### src/hdl/buck_channel_consts.vh
// constants for the second buck channel set point register bank
`ifndef BUCK_CHANNEL_CONSTS_VH
`define BUCK_CHANNEL_CONSTS_VH
`define ADDR_NORMAL      8'h35
`define ADDR_STANDBY     8'h36
`define ADDR_SLEEP       8'h37
`define ADDR_MODE        8'h38
`define ADDR_CONFIG      8'h39
`define RST_SETPOINT     6'h00
`define RST_MODE         4'h8
`define RST_BIT          1'b0
`define RST_CONFIG       8'h00
`define SP_MSB           5
`define RANGE_BIT        6
`define MODE_MSB         3
`define SLEEP_STATE_BIT  5
`define HI_MAX_CODE      7'h72
`define LO_MIN_CODE      7'h09
`define STATE_NORMAL     2'h0
`define STATE_STANDBY    2'h1
`define STATE_SLEEP      2'h2
`endif

### src/hdl/setpoint_slot.v
// one set point register with reserved code screening
`timescale 1ns/10ps
`default_nettype none
`include "buck_channel_consts.vh"
module setpoint_slot (
  input  wire       clk,
  input  wire       sys_rst,
  input  wire       wrEn,
  input  wire [5:0] wrData,
  input  wire       rangeHigh,
  output reg  [5:0] stored_ff,
  output reg  [5:0] applied_ff
);
  wire [6:0] code;
  wire       reservedCode;
  assign code = {rangeHigh, wrData};
  // high range tops out, low range bottom codes unusable
  assign reservedCode = rangeHigh ? (code > `HI_MAX_CODE) : (code < `LO_MIN_CODE);
  always @(posedge clk or posedge sys_rst) begin
    if (sys_rst) begin
      stored_ff  <= `RST_SETPOINT;
      applied_ff <= `RST_SETPOINT;
    end else if (wrEn) begin
      stored_ff <= wrData;
      // reserved code stored but not passed on to the regulator
      if (!reservedCode) begin
        applied_ff <= wrData;
      end
    end
  end
endmodule
`default_nettype wire

### src/hdl/cfg_slot.v
// generic control field register of parameterised width (used at 4, 1 and 8 bits)
`timescale 1ns/10ps
`default_nettype none
module cfg_slot #(
  parameter WIDTH = 8,
  parameter [WIDTH-1:0] RESET_VALUE = {WIDTH{1'b0}}
) (
  input  wire             clk,
  input  wire             sys_rst,
  input  wire             wrEn,
  input  wire [WIDTH-1:0] wrData,
  output reg  [WIDTH-1:0] value_ff
);
  always @(posedge clk or posedge sys_rst) begin
    if (sys_rst) begin
      value_ff <= RESET_VALUE;
    end else if (wrEn) begin
      value_ff <= wrData;
    end
  end
endmodule
`default_nettype wire

### src/hdl/buck_channel_setpoint_regs.v
// register bank of the second buck channel
// Function
// normal set point bits 5:0 read/write, reset zero
// normal bit 6 read-only range bit from factory configuration
// standby set point bits 5:0 read/write, reset zero
// standby bit 6 mirrors factory range bit
// sleep set point bits 5:0 read/write, reset zero
// sleep bit 6 mirrors factory range bit
// bit 7 of set point registers reads zero
// mode selector bits 3:0 read/write, reset eight
// mode bit 5 picks sleep state: off or pulse frequency mode
// config bit 0 current limit: 0 high, 1 low
// config bits 3:2 switching frequency selector, reset zero
// config bits 5:4 phase clock selection, reset zero
// config bits 7:6 voltage scaling speed, reset zero
// config bit 1 unused but read/write, reset zero
// high range codes step 50 mV, top code 3.3 V
// high codes above top are reserved, never applied
// low range codes step 25 mV
// registers at addresses 0x35 to 0x39
// applied set point follows current operating state
// low codes 0 to 8 reserved, code 9 is minimum
// reserved code stored but previous valid target kept
`timescale 1ns/10ps
`default_nettype none
`include "buck_channel_consts.vh"
module buck_channel_setpoint_regs (
  input  wire       clk,
  input  wire       sys_rst,
  input  wire       rangeOtp,
  input  wire [1:0] opState,
  input  wire       regWr,
  input  wire       regRd,
  input  wire [7:0] regAddr,
  input  wire [7:0] regWrData,
  output reg  [7:0] regRdData_ff,
  output reg        regHit_ff,
  output reg  [6:0] targetCode_ff,
  output reg  [3:0] switchingMode_ff,
  output reg        sleepStateSelect_ff,
  output reg        regulatorOn_ff,
  output reg        currentLimitSelect_ff,
  output reg  [1:0] switchingFreqSelect_ff,
  output reg  [1:0] phaseClockSelect_ff,
  output reg  [1:0] voltageScalingSpeed_ff
);
  reg        rangeHigh_ff;
  reg        rangeArm_ff;
  wire [5:0] normStored;
  wire [5:0] normApplied;
  wire [5:0] stbyStored;
  wire [5:0] stbyApplied;
  wire [5:0] slpStored;
  wire [5:0] slpApplied;
  wire [3:0] modeSel;
  wire       sleepSel;
  wire [7:0] cfgVal;
  reg  [7:0] nxt_rdData;
  reg        nxt_hit;
  reg  [5:0] nxt_applied;
  wire       wrNorm;
  wire       wrStby;
  wire       wrSlp;
  wire       wrMode;
  wire       wrCfg;

  assign wrNorm = regWr && (regAddr == `ADDR_NORMAL);
  assign wrStby = regWr && (regAddr == `ADDR_STANDBY);
  assign wrSlp  = regWr && (regAddr == `ADDR_SLEEP);
  assign wrMode = regWr && (regAddr == `ADDR_MODE);
  assign wrCfg  = regWr && (regAddr == `ADDR_CONFIG);

  // strap captured once after reset release; range is fixed at run time
  always @(posedge clk or posedge sys_rst) begin
    if (sys_rst) begin
      rangeHigh_ff <= `RST_BIT;
      rangeArm_ff  <= 1'b1;
    end else if (rangeArm_ff) begin
      rangeHigh_ff <= rangeOtp;
      rangeArm_ff  <= 1'b0;
    end
  end

  setpoint_slot uNorm (
    .clk        (clk),
    .sys_rst    (sys_rst),
    .wrEn       (wrNorm),
    .wrData     (regWrData[`SP_MSB:0]),
    .rangeHigh  (rangeHigh_ff),
    .stored_ff  (normStored),
    .applied_ff (normApplied)
  );
  setpoint_slot uStby (
    .clk        (clk),
    .sys_rst    (sys_rst),
    .wrEn       (wrStby),
    .wrData     (regWrData[`SP_MSB:0]),
    .rangeHigh  (rangeHigh_ff),
    .stored_ff  (stbyStored),
    .applied_ff (stbyApplied)
  );
  setpoint_slot uSlp (
    .clk        (clk),
    .sys_rst    (sys_rst),
    .wrEn       (wrSlp),
    .wrData     (regWrData[`SP_MSB:0]),
    .rangeHigh  (rangeHigh_ff),
    .stored_ff  (slpStored),
    .applied_ff (slpApplied)
  );
  cfg_slot #(.WIDTH(4), .RESET_VALUE(`RST_MODE)) uMode (
    .clk      (clk),
    .sys_rst  (sys_rst),
    .wrEn     (wrMode),
    .wrData   (regWrData[`MODE_MSB:0]),
    .value_ff (modeSel)
  );
  cfg_slot #(.WIDTH(1), .RESET_VALUE(`RST_BIT)) uSleepSel (
    .clk      (clk),
    .sys_rst  (sys_rst),
    .wrEn     (wrMode),
    .wrData   (regWrData[`SLEEP_STATE_BIT]),
    .value_ff (sleepSel)
  );
  // all eight bits stored, bit 1 included though it drives nothing
  cfg_slot #(.WIDTH(8), .RESET_VALUE(`RST_CONFIG)) uCfg (
    .clk      (clk),
    .sys_rst  (sys_rst),
    .wrEn     (wrCfg),
    .wrData   (regWrData),
    .value_ff (cfgVal)
  );

  always @* begin
    nxt_rdData = 8'h00;
    nxt_hit    = 1'b1;
    case (regAddr)
      `ADDR_NORMAL:  nxt_rdData = {1'b0, rangeHigh_ff, normStored};
      `ADDR_STANDBY: nxt_rdData = {1'b0, rangeHigh_ff, stbyStored};
      `ADDR_SLEEP:   nxt_rdData = {1'b0, rangeHigh_ff, slpStored};
      `ADDR_MODE:    nxt_rdData = {2'b00, sleepSel, 1'b0, modeSel};
      `ADDR_CONFIG:  nxt_rdData = cfgVal;
      default:       nxt_hit    = 1'b0;
    endcase
  end

  always @* begin
    case (opState)
      `STATE_STANDBY: nxt_applied = stbyApplied;
      `STATE_SLEEP:   nxt_applied = slpApplied;
      default:        nxt_applied = normApplied;
    endcase
  end

  always @(posedge clk or posedge sys_rst) begin
    if (sys_rst) begin
      regRdData_ff           <= 8'h00;
      regHit_ff              <= 1'b0;
      targetCode_ff          <= 7'h00;
      switchingMode_ff       <= `RST_MODE;
      sleepStateSelect_ff    <= `RST_BIT;
      regulatorOn_ff         <= 1'b0;
      currentLimitSelect_ff  <= `RST_BIT;
      switchingFreqSelect_ff <= 2'h0;
      phaseClockSelect_ff    <= 2'h0;
      voltageScalingSpeed_ff <= 2'h0;
    end else begin
      if (regRd) begin
        regRdData_ff <= nxt_rdData;
        regHit_ff    <= nxt_hit;
      end
      targetCode_ff          <= {rangeHigh_ff, nxt_applied};
      switchingMode_ff       <= modeSel;
      sleepStateSelect_ff    <= sleepSel;
      // sleep with the state bit clear turns the channel off
      regulatorOn_ff         <= (opState != `STATE_SLEEP) || sleepSel;
      currentLimitSelect_ff  <= cfgVal[0];
      switchingFreqSelect_ff <= cfgVal[3:2];
      phaseClockSelect_ff    <= cfgVal[5:4];
      voltageScalingSpeed_ff <= cfgVal[7:6];
    end
  end
endmodule
`default_nettype wire

### config.mk
export PLATFORM = sky130hd
export DESIGN_NAME = buck_channel_setpoint_regs
export DESIGN_NICKNAME = d
export VERILOG_FILES = /design/src/hdl/setpoint_slot.v /design/src/hdl/cfg_slot.v /design/src/hdl/buck_channel_setpoint_regs.v
export VERILOG_INCLUDE_DIRS = /design/src /design/src/hdl
export SDC_FILE = /design/constraint.sdc
export NUM_CORES = 1
export LEC_CHECK = 0
export ABC_AREA = 1
export BUFFER_PORTS_ARGS = -buffer_cell sky130_fd_sc_hd__buf_2
export CORE_ASPECT_RATIO = 1.75
export CORE_MARGIN = 5
export CORE_UTILIZATION = 55
export CTS_BUF_LIST = sky130_fd_sc_hd__clkbuf_4
export DETAILED_ROUTE_END_ITERATION = 12
export GPL_TIMING_DRIVEN = 0
export PLACE_DENSITY = 0.86
export SYNTH_ARGS = -nofsm -noshare
export SYNTH_HDL_FRONTEND = slang
export SYNTH_HIERARCHICAL = 1
export SYNTH_SLANG_ARGS = --single-unit
### constraint.sdc
create_clock -name clk -period 1.3 [get_ports clk]
set_clock_uncertainty 0.05 [all_clocks]
set_input_delay 0 -clock clk [delete_from_list [all_inputs] [get_ports clk]]
set_output_delay 0 -clock clk [all_outputs]
set_load 0.02 [all_outputs]
# Word level (Yosys, flattened, before mapping)
# Index checks and enable logic that the tools add are counted.
# totals
reg_bits,80
in_bits,23
output_inout_bits,29
word_cells,46
# op_classes
n_lt_le_gt_ge,2
eq_ne,8
muxes,4
bitwise_logic,1
n_reduce_logical,10
# op_table
operator,count
8-bit by 6-bit == test with 1-bit output (second input constant),5
8-bit case mux with 5 select lines,1
6-bit case mux with 2 select lines,1
7-bit greater-than comparator (second input constant),1
7-bit by 4-bit less-than comparator with 1-bit output (second input constant),1
2-bit AND reduction,3
1-bit logical AND,5
5-bit OR reduction,1
2-bit by 1-bit == test with 1-bit output (second input constant),1
2-bit == test (second input constant),1
1-bit two-way mux,2
2-bit inequality test (second input constant),1
1-bit logical OR,1
1-bit inverter,1

# Depth between registers and ports, before layout
# logic_depth
depth_word,4
mapped_depth,12
depth_no_buf,11

# Hierarchy
# The synthesis kept the hierarchy.
# modules_own_cells
mod,n_inst,cells_per_inst,area_per_inst_um2,seq_area_each_um2
setpoint_slot,3,64,539.3,300.3
buck_channel_setpoint_regs,1,176,1532.7,778.2
cfg_slot (uCfg),1,35,309.0,200.2
cfg_slot (uMode),1,18,153.9,101.3
cfg_slot (uSleepSel),1,6,43.8,25.0

# Worst setup path before layout
# Ideal clock, no wire load.
# synth_timing
path_type,input -> register
startpoint,input port regAddr[6]
endpoint,register uNorm.applied_ff[0]
setup_time_ps,116
t_arrival_ps,1145
required_ps,1134
slack_ps,-11
cell_stages,11
path_buffers,1
cell_sequence,inv_1 > nand2_2 > nor2_8 > buf_4 > nand3_1 > nor2_1 > inv_2 > nor2_4 > nand2_4 > nand3_1 > nand2_1
# synth_via
elab_chain_cells,3
# synth_lines
element,line_no,source
"start, declared",buck_channel_setpoint_regs.v:34,"input wire [7:0] regAddr,"
8-bit by 6-bit == test with 1-bit output,n/a,
1-bit logical AND,buck_channel_setpoint_regs.v:67,assign wrNorm = regWr && (regAddr == `ADDR_NORMAL);
via wrNorm,buck_channel_setpoint_regs.v:61,wire wrNorm;
2-bit AND reduction (no source line),n/a,
"end signal, assigned",setpoint_slot.v:22,applied_ff <= `RST_SETPOINT;
"end signal, assigned",setpoint_slot.v:27,applied_ff <= wrData;
"end, declared",setpoint_slot.v:12,output reg [5:0] applied_ff
# The timed path passes the listed nets, and every way through them passes these cells.
# A chain may end at the register's enable or synchronous reset.

# Worst setup path in the final report
# layout_timing
startpoint,register rangeHigh_ff
endpoint,register uStby.applied_ff[5]
# layout_via
elab_chain_cells,4
elab_cells_between_ends,5
cone_classes,order compare: 2; mux: 1; bitwise: 1; reduce/logical: 1
# layout_lines
element,line_no,source
"start, declared",buck_channel_setpoint_regs.v:47,reg rangeHigh_ff;
"start signal, assigned",buck_channel_setpoint_regs.v:76,rangeHigh_ff <= `RST_BIT;
"start signal, assigned",buck_channel_setpoint_regs.v:79,rangeHigh_ff <= rangeOtp;
7-bit by 4-bit less-than comparator with 1-bit output (no source line) or 7-bit greater-than comparator (tied branches),n/a,
1-bit two-way mux *,setpoint_slot.v:18,assign reservedCode = rangeHigh ? (code > `HI_MAX_CODE) : (code < `LO_MIN_CODE);
1-bit inverter (no source line) *,n/a,
2-bit AND reduction (no source line) *,n/a,
"end signal, assigned",setpoint_slot.v:22,
"end signal, assigned",setpoint_slot.v:27,
"end, declared",setpoint_slot.v:12,
# Mark *: on every way between the ends. The rest lies on a longest branch, timed or not.

==> summary.txt <==
Run status
  – Result of the run: complete, no violations

Global route
  – Total gr overflow: 0
  – Largest net degree at the start of global routing: 32
  – Number of antenna violations at the first check in global routing: 0
  – Global-route wire length before repair: 14950 um
  – GRT Total Usage: 0.2255
  – Vias in the first global route: about 3200

Timing
  – Setup repair after global routing missed its margin: false
  – Final worst setup slack: 117.7 ps
  – Worst hold slack after final layout: 58.60 ps
  – Slew @ Worst Pin: 581.6 ps
  – Slew Limit Headroom: 0.6110
  – Number of max-slew violations in the final report: 0
  – Upper clock frequency limit: 845.8 MHz
  – Final critical-path required period: 1182 ps
  – Final period utilization: 0.9095
  – Fin Setup TNS: 0 ps
  – Setup violation total in the final timing report: 0
  – Final hold viol count: 0

Critical path
  – Cell type group with the largest total delay on the critical path: simple AND/OR/NAND/NOR gates
  – Endpoint of the worst-slack reg-to-reg timing path: uStby/applied_ff[5]
  – Required time reported for the critical path endpoint: 1570 ps
  – CP endpoint kind: register
  – Slowest library cell on the worst path: sky130_fd_sc_hd__dfrtp_2
  – Cells on worst reg2reg path: 6
  – Largest stage delay on the critical path: 500 ps
  – Category of the worst setup path launch point: register
  – Worst path cell trace: nor2_1 > nand2_2 > nand2_4 > nand2_4 > nand2_1 > nand2_1
  – Kind of critical path: register to register
  – Peak fanout along the critical path: 8
  – Critical path arrival: 1460 ps
  – Worst path buffer plus inverter count: 0
  – Flop2flop setup slack: between 100 and 150 ps
  – Startpoint of the worst-slack reg-to-reg timing path: rangeHigh_ff

Clock tree
  – Clock-pin slew reported for the worst setup and hold paths after clock tree synthesis: roughly 120 ps
  – Clock tree from TritonCTS: built
  – Number of H-tree levels: 3
  – Total number of clock tree sinks: 80
  – Latest clock arrival within the worst-skew pair: 420 ps
  – Clock buffer depth: 2
  – Number of buffers inserted by post-CTS setup repair: 0
  – Clock buffer count from CTS: 9
  – CTS Root Cell: sky130_fd_sc_hd__clkbuf_4

Die
  – Top-Level Pins: 52
  – Effective utilization at floorplan: 0.5635
  – Floorplan core area: 0.006490 sq mm
  – Die extent in y: 117.9 um
  – Area of the die: 0.008445 sq mm
  – Die Wd: 71.64 um
  – Standard-cell rows: 39

Power
  – Static Leakage: 2.471 nW
  – Total design power: ~4.8 mW
  – Pwr per Cell Area: ~1100 mW/mm^2
  – Largest vdd supply drop: 0.8293 mV

Detailed routing
  – WL per Instance: between 10 and 15 um
  – Antenna viol nets, final: 0
  – Iteration count of the initial detailed-routing pass: 7
  – Number of design rule violations left after detail routing: 0
  – Starting DRC count in detailed routing: 310
  – Via density: roughly 5.3
  – Total wire length after detailed routing: 8765 um
  – Number of vias in the routed layout: ~3100

Synth
  – Number of different library cells in the post-synthesis netlist: 26
  – Sequential fraction of the synthesis area: 0.5484
  – Post-synth design cell area: 0.003657 sq mm
  – Instance count of the mapped netlist: 427
  – Post-synthesis register bit count: 80
  – Syn. warnings: 6
  – Post-Synthesis Net Count: 452
  – Avg Inst Size Synth: 8.565 sq um

Run
  – Total of max-cap violations: 0

Placed design
  – Placer congestion estimate: 0.8914
  – Port buffer count: 50
  – Number of instances in the placed design: about 560
  – Post-detailed-placement half-perimeter wirelength: 6247 um
  – Worst slack after detailed placement: -328.3 ps

Cells and area
  – Count of filler cells inserted in the layout: 510
  – Count of inserted antenna diode cells: 0
  – Ratio of cells with drive above 1 in the final layout: 0.2257
  – Final standard cell count with taps included and fillers excluded: 596
  – Signed area change from the synthesized netlist to the final layout: 20.25%
  – Number of nets in the finished design: 534

Worst hold path
  – Worst min-delay path class: input port to asynchronous set/reset pin
-- synthesized netlist by cell type (all sizes together) --
cell	n	area (sq um)
buf	6	57.54
inv	37	138.9
o22ai	1	12.51
clkinv	4	18.76
dfstp	3	78.83
conb	1	3.750
nor2	28	163.9
nand3	41	230.2
a21oi	12	60.06
o21ai	17	85.08
nand4	12	75.07
dfrtp	77	1927
nand2	186	780.8
ha	2	25.02
-- layout make-up --
class / instances / area (sq um) / area share
Sequential cell: 80 / 2007 / 0.4563
Multi-Input combinational cell: 300 / 1444 / 0.3283
Timing Repair Buffer: 71 / 470.5 / 0.1070
Inverter: 41 / 157.7 / 0.03585
Tap cell: 82 / 102.6 / 0.02333
Clock inverter: 6 / 83.83 / 0.01906
Clock buffer: 10 / 75.07 / 0.01707
Buffer: 6 / 57.56 / 0.01309
-- flip-flops by register name, indices dropped and copies added, names as in the netlist --
register / count
currentLimitSelect_ff: 1
switchingFreqSelect_ff: 2
switchingMode_ff: 4
uSlp/stored_ff: 6
uNorm/stored_ff: 6
regRdData_ff: 8
sleepStateSelect_ff: 1
uNorm/applied_ff: 6
targetCode_ff: 7
regulatorOn_ff: 1
rangeHigh_ff: 1
rangeArm_ff: 1
uStby/applied_ff: 6
uMode/value_ff: 4
uSlp/applied_ff: 6
uCfg/value_ff: 8
phaseClockSelect_ff: 2
regHit_ff: 1
voltageScalingSpeed_ff: 2
uStby/stored_ff: 6
uSleepSel/value_ff: 1
-- worst register-to-register path: stages (launching register included) --
cell	delay [ps]
sky130_fd_sc_hd__dfrtp_2	500
sky130_fd_sc_hd__nor2_1	170
sky130_fd_sc_hd__nand2_2	90
sky130_fd_sc_hd__nand2_4	110
sky130_fd_sc_hd__nand2_4	70
sky130_fd_sc_hd__nand2_1	60
sky130_fd_sc_hd__nand2_1	50
-- worst max-delay path by stage --
stage | slack, ps | from | depth (start not counted) | end
after floorplan | 9 | regAddr[6] | 11 | uSlp/applied_ff[0]
after global placement | -270 | regAddr[6] | 13 | uSlp/applied_ff[2]
after detailed placement | -330 | regAddr[6] | 13 | uSlp/applied_ff[5]
after CTS | 80 | rangeHigh_ff | 7 | uStby/applied_ff[1]
after global routing | 10 | regAddr[6] | 13 | uSlp/applied_ff[5]
final | 120 | rangeHigh_ff | 6 | uStby/applied_ff[5]
-- cells in the final DEF (no fill, tap or decap), drive strengths merged, types with 2 or more instances in the layout --
cell type    Yosys  final
nand2          186    186
dfrtp           77     77
buf              6     57
nand3           41     41
inv             37     36
nor2            28     28
dlygate4sd3      0     20
o21ai           17     17
nand4           12     12
a21oi           12     12
clkbuf           0     10
clkinv           4      7
dfstp            3      3
ha               2      2
clkinvlp         0      2
bufinv           0      2
-- logic make-up (layout without fill, tap and decap cells) --
group,Yosys count,in the layout,synth area share
AND/OR/NAND/NOR,267,267,0.3418
flip-flops,80,80,0.5484
buffers and inverters,47,134,0.05884
AO/OA/AOI/OAI,30,30,0.04311
adder cells (fa/ha/maj),2,2,0.006841
other,1,1,0.001025
-- metrics by stage --
stage | instance area, sq um | utilization
2_1_floorplan | 3662 | -
3_3_place_gp | 4015 | 0.6187
3_5_place_dp | 4015 | 0.6187
4_1_cts | 4364 | 0.6725
5_1_grt | 4398 | 0.6777
6_report | 4398 | 0.6777
-- metal layers --
| metal | GRT usage | share of wire |
|---|---|---|
| met2 | 0.3992 | 0.53 |
| met5 | 0 | 0 |
| met4 | 0.1165 | 0.039 |
| met1 | 0.2497 | 0.38 |
| met3 | 0.04017 | 0.054 |
-- what timing repair did --
action	4_1_cts	5_1_grt
hold buffers	19	1
setup endpoints to repair	0	8
hold endpoints to repair	135	31
resized for setup	0	2
-- power by group --
part           switching [mW]  internal [mW]  leakage, nW
Combinational           0.362          0.190         1.31
Clock                   0.822          0.792       0.0800
Sequential             0.0710           2.61         1.08
Power figures use the tool's default switching activity.
